### src/rtl/qdr_pkg.sv
// Shared constants and carrier types for the quadrature decode and registration block.
// Assumes a single 50 MHz system clock and an active-high asynchronous reset.
package qdr_pkg;
	localparam int unsigned QDR_AXES = 4;
	localparam int unsigned QDR_CNT_W = 32;
	localparam int unsigned QDR_SYNC_STAGES = 2;
	localparam logic [31:0] QDR_CNT_RST = 32'h0000_0000;
	localparam logic [1:0] QDR_PH_RST = 2'h0;

	// Registration source selection
	typedef enum logic {
		QDR_SRC_MARKER = 1'b0,
		QDR_SRC_INPUT = 1'b1
	} qdr_src_t;

	// Registration setup, one per axis, driven by the surrounding logic
	typedef struct packed {
		logic enable;
		qdr_src_t src;
		logic falling;
	} qdr_reg_setup_t;

	// Raw encoder pins of one axis
	typedef struct packed {
		logic ph_a;
		logic ph_b;
		logic marker;
		logic reg_in;
	} qdr_enc_pins_t;

	// Per-axis counter snapshot
	typedef struct packed {
		logic [31:0] cw_count;
		logic [31:0] ccw_count;
	} qdr_counts_t;
endpackage

### src/rtl/qdr_axis.sv
// One encoder axis: synchroniser, 4x decoder, CW and CCW counters, registration capture.
// Assumes pins are asynchronous to i_clk_sys and that the encoder edge rate stays below
// a quarter of the clock so no two decoded edges fall in one cycle.
`timescale 1ns/100ps
module qdr_axis
	import qdr_pkg::*;
#(
	parameter int unsigned CNT_W = QDR_CNT_W
) (
	input wire logic i_clk_sys,
	input wire logic i_rst,
	input wire qdr_enc_pins_t i_pins,
	input wire qdr_reg_setup_t i_setup,
	input wire logic i_ack,
	output logic o_cw_pulse,
	output logic o_ccw_pulse,
	output logic [CNT_W-1:0] o_cw_count,
	output logic [CNT_W-1:0] o_ccw_count,
	output logic [CNT_W-1:0] o_capture,
	output logic o_captured,
	output logic o_marker
);
	////////////////////////////////////////////////////////////////
	// Two-stage synchroniser; stage one feeds only stage two
	logic [3:0] sync1_r;
	logic [3:0] sync2_r;
	logic [3:0] prev_r;
	// Fill marks: reset levels are not pin levels, so no edge is judged until
	// sync2_r and prev_r both hold real samples, else a false count follows reset
	logic [2:0] live_r;
	logic dec_en;
	always_ff @(posedge i_clk_sys or posedge i_rst) begin
		if (i_rst) begin
			sync1_r <= 4'h0;
			sync2_r <= 4'h0;
			prev_r <= 4'h0;
			live_r <= 3'h0;
		end else begin
			sync1_r <= i_pins;
			sync2_r <= sync1_r;
			prev_r <= sync2_r;
			live_r <= {live_r[1:0], 1'b1};
		end
	end
	assign dec_en = live_r[2];

	////////////////////////////////////////////////////////////////
	// Direction decode; bit order of sync2_r is a,b,marker,reg_in
	logic a_s, b_s, a_p, b_p, a_chg, b_chg;
	logic cw_nxt, ccw_nxt;
	assign a_s = sync2_r[3];
	assign b_s = sync2_r[2];
	assign a_p = prev_r[3];
	assign b_p = prev_r[2];
	assign a_chg = a_s ^ a_p;
	assign b_chg = b_s ^ b_p;
	always_comb begin
		cw_nxt = 1'b0;
		ccw_nxt = 1'b0;
		// Every edge of either phase counts once; both at once is an illegal jump, dropped
		if (dec_en && a_chg && !b_chg) begin
			// A moved to differ from B means A leads: counterclockwise (forward)
			ccw_nxt = (a_s != b_s);
			cw_nxt = (a_s == b_s);
		end else if (dec_en && b_chg && !a_chg) begin
			// B moved to differ from A means B leads: clockwise (reverse)
			cw_nxt = (a_s != b_s);
			ccw_nxt = (a_s == b_s);
		end
	end

	////////////////////////////////////////////////////////////////
	// Count lines, counters, registration capture
	logic cw_r, ccw_r;
	logic [CNT_W-1:0] cwc_r, cwc_nxt, ccwc_r, ccwc_nxt, cap_r, cap_nxt;
	logic flag_r, flag_nxt, src_lvl, src_prev, trig;
	assign src_lvl = (i_setup.src == QDR_SRC_INPUT) ? sync2_r[0] : sync2_r[1];
	assign src_prev = (i_setup.src == QDR_SRC_INPUT) ? prev_r[0] : prev_r[1];
	assign trig = dec_en && i_setup.enable && (src_lvl != src_prev)
		&& (src_lvl == !i_setup.falling);
	always_comb begin
		cwc_nxt = cwc_r + CNT_W'(cw_r);
		ccwc_nxt = ccwc_r + CNT_W'(ccw_r);
		cap_nxt = cap_r;
		flag_nxt = flag_r;
		if (i_ack) begin
			flag_nxt = 1'b0;
		end
		// A same-cycle acknowledge drops a new event while flagged; a held capture is never overwritten
		if (trig && !flag_r) begin
			cap_nxt = cwc_nxt - ccwc_nxt;
			flag_nxt = 1'b1;
		end
	end
	always_ff @(posedge i_clk_sys or posedge i_rst) begin
		if (i_rst) begin
			cw_r <= 1'b0;
			ccw_r <= 1'b0;
			cwc_r <= '0;
			ccwc_r <= '0;
			cap_r <= '0;
			flag_r <= 1'b0;
		end else begin
			cw_r <= cw_nxt;
			ccw_r <= ccw_nxt;
			cwc_r <= cwc_nxt;
			ccwc_r <= ccwc_nxt;
			cap_r <= cap_nxt;
			flag_r <= flag_nxt;
		end
	end
	assign o_cw_pulse = cw_r;
	assign o_ccw_pulse = ccw_r;
	assign o_cw_count = cwc_r;
	assign o_ccw_count = ccwc_r;
	assign o_capture = cap_r;
	assign o_captured = flag_r;
	assign o_marker = sync2_r[1];

	////////////////////////////////////////////////////////////////
	// Checks
	AST_EXCLUSIVE: assert property (@(posedge i_clk_sys) disable iff (i_rst)
		!(cw_r && ccw_r)) else $error("cw and ccw pulse together");
	AST_CW_INC: assert property (@(posedge i_clk_sys) disable iff (i_rst)
		cw_r |=> cwc_r == $past(cwc_r) + 1'b1) else $error("cw counter missed a pulse");
	AST_CCW_HOLD: assert property (@(posedge i_clk_sys) disable iff (i_rst)
		!ccw_r |=> $stable(ccwc_r)) else $error("ccw counter moved without pulse");
	AST_A_LEAD: assert property (@(posedge i_clk_sys) disable iff (i_rst)
		(dec_en && a_chg && !b_chg && a_s != b_s) |=> ccw_r) else $error("A lead not ccw");
	AST_B_LEAD: assert property (@(posedge i_clk_sys) disable iff (i_rst)
		(dec_en && b_chg && !a_chg && a_s != b_s) |=> cw_r) else $error("B lead not cw");
	AST_EDGE_CNT: assert property (@(posedge i_clk_sys) disable iff (i_rst)
		(dec_en && (a_chg ^ b_chg)) |=> (cw_r || ccw_r)) else $error("edge not counted");
	AST_CAPTURE: assert property (@(posedge i_clk_sys) disable iff (i_rst)
		(trig && !flag_r) |=> flag_r && cap_r == cwc_r - ccwc_r) else $error("capture wrong");
	AST_HOLD: assert property (@(posedge i_clk_sys) disable iff (i_rst)
		flag_r |=> $stable(cap_r)) else $error("capture overwritten while flagged");
	AST_SYNC: assert property (@(posedge i_clk_sys) disable iff (i_rst)
		live_r[1] |-> sync2_r == $past(i_pins, 2)) else $error("sync depth wrong");
	COV_CW: cover property (@(posedge i_clk_sys) disable iff (i_rst) cw_r);
	COV_CCW: cover property (@(posedge i_clk_sys) disable iff (i_rst) ccw_r);
	COV_CAP: cover property (@(posedge i_clk_sys) disable iff (i_rst) trig && !flag_r);
	COV_BLOCK: cover property (@(posedge i_clk_sys) disable iff (i_rst) trig && flag_r);
endmodule

### src/rtl/qdr_top.sv
// Top of the quadrature decode and registration block: one axis instance per encoder axis.
// Assumes encoder pins arrive asynchronously and setup/ack come from logic on i_clk_sys.
`timescale 1ns/100ps
module qdr_top
	import qdr_pkg::*;
#(
	parameter int unsigned AXES = QDR_AXES,
	parameter int unsigned CNT_W = QDR_CNT_W
) (
	input wire logic i_clk_sys,
	input wire logic i_rst,
	input wire qdr_enc_pins_t [AXES-1:0] i_pins,
	input wire qdr_reg_setup_t [AXES-1:0] i_setup,
	input wire logic [AXES-1:0] i_ack,
	output logic [AXES-1:0] o_cw_pulse,
	output logic [AXES-1:0] o_ccw_pulse,
	output logic [AXES-1:0][CNT_W-1:0] o_cw_count,
	output logic [AXES-1:0][CNT_W-1:0] o_ccw_count,
	output logic [AXES-1:0][CNT_W-1:0] o_capture,
	output logic [AXES-1:0] o_captured,
	output logic [AXES-1:0] o_marker
);
	////////////////////////////////////////////////////////////////
	// One independent decoder and capture per axis; each axis subtracts its own two counters
	// for the capture, so no subtractor is shared here
	for (genvar g = 0; g < AXES; g++) begin : g_axis
		qdr_axis #(
			.CNT_W(CNT_W)
		) u_axis (
			.i_clk_sys(i_clk_sys),
			.i_rst(i_rst),
			.i_pins(i_pins[g]),
			.i_setup(i_setup[g]),
			.i_ack(i_ack[g]),
			.o_cw_pulse(o_cw_pulse[g]),
			.o_ccw_pulse(o_ccw_pulse[g]),
			.o_cw_count(o_cw_count[g]),
			.o_ccw_count(o_ccw_count[g]),
			.o_capture(o_capture[g]),
			.o_captured(o_captured[g]),
			.o_marker(o_marker[g])
		);
	end
endmodule

### config.mk
export PLATFORM = sky130hd
export DESIGN_NAME = qdr_top
export DESIGN_NICKNAME = d
export VERILOG_FILES = /design/src/rtl/qdr_pkg.sv /design/src/rtl/qdr_axis.sv /design/src/rtl/qdr_top.sv
export SDC_FILE = /design/constraint.sdc
export NUM_CORES = 1
export LEC_CHECK = 0
export ABC_AREA = 1
export BUFFER_PORTS_ARGS = -buffer_cell sky130_fd_sc_hd__buf_4
export CAP_MARGIN = 5
export CORE_MARGIN = 4
export CORE_UTILIZATION = 53
export CTS_CLUSTER_SIZE = 10
export DETAILED_ROUTE_END_ITERATION = 10
export PLACE_DENSITY = 0.82
export SLEW_MARGIN = 20
export SYNTH_ARGS = -nofsm -noshare
export SYNTH_HDL_FRONTEND = slang
export SYNTH_SLANG_ARGS = --single-unit
export TNS_END_PERCENT = 50
### constraint.sdc
create_clock -name i_clk_sys -period 12.5 [get_ports i_clk_sys]
set_clock_uncertainty 0.2 [all_clocks]
set_input_delay 0.625 -clock i_clk_sys [delete_from_list [all_inputs] [get_ports i_clk_sys]]
set_output_delay 0.625 -clock i_clk_sys [all_outputs]
set_load 0.05 [all_outputs]
==> impl_metrics.ini <==
[floorplanning]
io_pins = 434
start_util = 0.5355
die_width_um = 238.4
num_rows = 84
core_area_um2 = 52550
die_h_um = 238.4
die-area_um2 = 56850

[place]
dp_hpwl_um = 70240
io_buffer_count = 433
routabilityCongestion = 0.9769
dpl_worst_slack_ps = 8418

[global_routing]
grt.busiest_layer = met2
grt_pass1_wl_um = 137600
grt.met1_usage = 0.4204
grt_pass1_vias = 25500
grt.overflow.total = 0
grt_max_degree = 188
grtUsageMet3 = 0.06230
grtUsageTotal = 0.3031
antenna_found_initial = 6
globalRouteMet2Util = 0.4789

[logic_synthesis]
ys_types = 55
synth-seq-area-share = 0.3975
yosysWarnings = 0
synth_ff_type = dfrtp_1
syn_inst = 3801
synthArstFlopShare = 1.000
syn_area_um2 = 28140
synth_area_per_cell_um2 = 7.404
ys_ff_latch = 447
syn_nets = 3953
synth-edff-count = 0

[clock_tree]
clkLatencyLatePin_ps = 620
htree_levels = 2
cts_root_buf = clkbuf_16
cts.repair.resized = 0
clock_path_buffers = 3
cts_buffers = 52
cts_tree = done
cts_sinks = 447
clk_pin_slew_ps = 50

[worst_hold_path]
hold_path_class = flip-flop to flip-flop
hold-path-cell-count = 0
min_from = g_axis[1].u_axis.sync1_r[2]
holdPathEnd = g_axis[1].u_axis.sync2_r[2]

[sta]
post-route-min-period_ps = 4144
tns_ps = 0
hold_violations = 0
maxSlewViolCount = 0
whs_ps = 143.6
worst_slack_ps = 8356
setup_viol = 0
worst_slew_pin_slew_ps = 1002
period_share = 0.3316
rsz0062_at_grt = no
fmax_ghz = 0.2413
max-slew-margin-rel = 0.3317

[cells_and_area]
fillers = 4591
syn2layout_area_growth_pct = 20.27
drive_above_1_share = 0.1573
fin_nets = 4425
multi_input_area_um2 = 14710
ff_latch_area_um2 = 11190

[setup_path]
startpoint_type = flip-flop
r2r_slack_ps = 8360
rr_endpoint = g_axis[1].u_axis.o_capture[31]
cp-end-kind = flip-flop
required_ps = 12840
cp.arrival_ps = 4490
r2r_cells = 21
path_max_fanout = 6
reg2reg_from = g_axis[1].u_axis.o_cw_count[0]
path_class = flip-flop to flip-flop

[power]
p_comb_frac = 0.521
worst_ir_drop_vdd_uv = 223.2
seqPwrFrac = 0.279
p_per_area_nw_per_um2 = 206.6
cellInternalPower_mw = 3.672
leakage_nw = 18.31
switchingPower_mw = 3.321
power_frac_clock = 0.200
switching_share = 0.4749

[drt]
drt-total-wl_um = 88270
drtAntennaViolNets = 0
first_pass_iters = 5
post-route-drc-count = 0
drtIter0Drc = 2037
wire_per_inst_um = 17.72
dr_total_vias = 26680
vias_per_cell = 5.358

[status]
status = finished, final reports clean

[run]
cap_violations = 0
[worst max-delay path, stage by stage, from the launching register on]
cell and delay [ps]:
dfrtp_1 350, ha_1 220, ha_1 210, nand3_1 160, inv_1 110, nand2_1 90
nor3_1 250, nand2_1 160, nor2_1 240, nand3_1 170, xor2_1 150, inv_1 70
ha_1 370, a21oi_1 180, o21ai_0 140, inv_1 80, nor2_1 40, a2111oi_0 490
nand3_1 160, nand2_1 100, nand3_1 60, nand2_1 80
[final cells by class]
class | instances | share of cell area
Multi-Input combinational cell | 2769 | 0.4345
Sequential cell | 447 | 0.3305
Timing Repair Buffer | 461 | 0.1051
Inverter | 542 | 0.06022
Clock buffer | 69 | 0.04185
Tap cell | 688 | 0.02543
Clock inverter | 3 | 0.002255
Antenna cell | 1 | 0.00007394
[what timing repair did]
action,CTS,global route
setup buffers,0,0
hold buffers,21,0
endpoints found under the hold margin,51,0
[flip-flops by register name (all words and copies together) (netlist names)]
register	flops
g_axis.u_axis.o_capture	128
g_axis.u_axis.o_ccw_count	128
g_axis.u_axis.o_cw_count	128
g_axis.u_axis.prev_r	16
g_axis.u_axis.sync1_r	16
g_axis.u_axis.sync2_r	16
g_axis.u_axis.o_captured	4
g_axis.u_axis.o_ccw_pulse	4
g_axis.u_axis.o_cw_pulse	4
g_axis.u_axis.live_r	3
[power by group through the flow]
| stage | logic [mW] | registers [mW] | clock network (mW) |
|---|---|---|---|
| after floorplan | 1.71 | 2.80 | 0 |
| after global placement | 3.56 | 1.96 | 0 |
| after detailed placement | 3.60 | 1.96 | 0 |
| after CTS | 3.63 | 1.95 | 1.42 |
| after global routing | 3.95 | 1.98 | 1.48 |
| final | 3.64 | 1.95 | 1.40 |
[routing by layer]
metal,share of wire,vias to the layer above
met5,0.00026,-
met1,0.43,12490
met3,0.087,170
li1,-,12970
met4,0.034,4
met2,0.45,1048
[cell usage after synthesis (3+ instances only)]
master	instances	area (µm²)
or2_1	4	25.02
o21bai_1	12	90.09
buf_2	3	15.01
inv_2	12	45.04
mux2i_1	7	70.07
a31oi_1	11	68.82
nor4_1	15	93.84
a21o_1	6	45.04
o21a_1	3	22.52
and3_1	3	18.77
o21ai_1	10	50.05
buf_4	16	120.1
a21boi_0	3	22.52
nand2_2	71	444.2
nand3_1	268	1341
fa_1	4	80.08
nor2_2	41	256.5
inv_1	528	1982
nand3b_1	14	105.1
nor2_4	22	247.7
o31ai_1	7	52.55
ha_1	114	1426
nand3_2	11	110.1
nor2_1	306	1149
xor2_1	171	1498
nor2_8	3	60.06
nand2_1	1160	4354
clkbuf_1	23	86.33
nand2_4	4	45.04
o21ai_0	137	685.7
xnor2_1	86	753.2
nand4_1	87	544.3
dfrtp_1	447	11190
nor3_1	61	305.3
a21oi_1	102	510.5
[cells by family (layout without fill, tap and decap cells)]
group	count (synthesis)	in the layout	share of synthesized area
AO/OA/AOI/OAI	303	303	0.05864
XOR/XNOR	259	259	0.08114
adder cells (fa/ha/maj)	118	118	0.05353
buffers and inverters	585	1075	0.08029
flip-flops	447	447	0.3975
multiplexers	7	7	0.002490
other	1	2	0.0001333
AND/OR/NAND/NOR	2081	2081	0.3263
[through the flow]
| stage | cell area, µm² | util | cells | power, mW |
|---|---|---|---|---|
| 4_1_cts | 33810 | 0.6435 | 4978 | 6.997 |
| 3_5_place_dp | 32110 | 0.6111 | 4885 | 5.561 |
| 5_1_grt | 33840 | 0.6440 | 4979 | 7.405 |
| 6_report | 33850 | 0.6440 | 4980 | 6.993 |
| 2_1_floorplan | 28150 | - | 3801 | 4.507 |
| 3_3_place_gp | 32110 | 0.6111 | 4885 | 5.523 |
[worst max-delay path by stage]
stage                                   start                             end  cells past startpoint
6_report       g_axis[1].u_axis.o_cw_count[0]  g_axis[1].u_axis.o_capture[31]                     21
5_1_grt        g_axis[1].u_axis.o_cw_count[0]  g_axis[1].u_axis.o_capture[31]                     20
4_1_cts        g_axis[1].u_axis.o_cw_count[0]  g_axis[1].u_axis.o_capture[31]                     20
3_5_place_dp   g_axis[1].u_axis.o_cw_count[0]  g_axis[1].u_axis.o_capture[31]                     20
3_3_place_gp   g_axis[1].u_axis.o_cw_count[0]  g_axis[1].u_axis.o_capture[31]                     20
2_1_floorplan                           i_rst      g_axis[0].u_axis.live_r[2]                      1
[placed cells by master (no fill, tap or decap), types with 41 or more instances in the layout]
cell / count
nand2_1: 1160
inv_1: 527
dfrtp_1: 447
buf_4: 437
nor2_1: 306
nand3_1: 266
xor2_1: 171
o21ai_0: 137
ha_1: 114
a21oi_1: 102
nand4_1: 87
xnor2_1: 86
nand2_2: 71
nor3_1: 61
clkbuf_16: 53
nor2_2: 41
No activity file was read; power rests on OpenSTA's default activity.
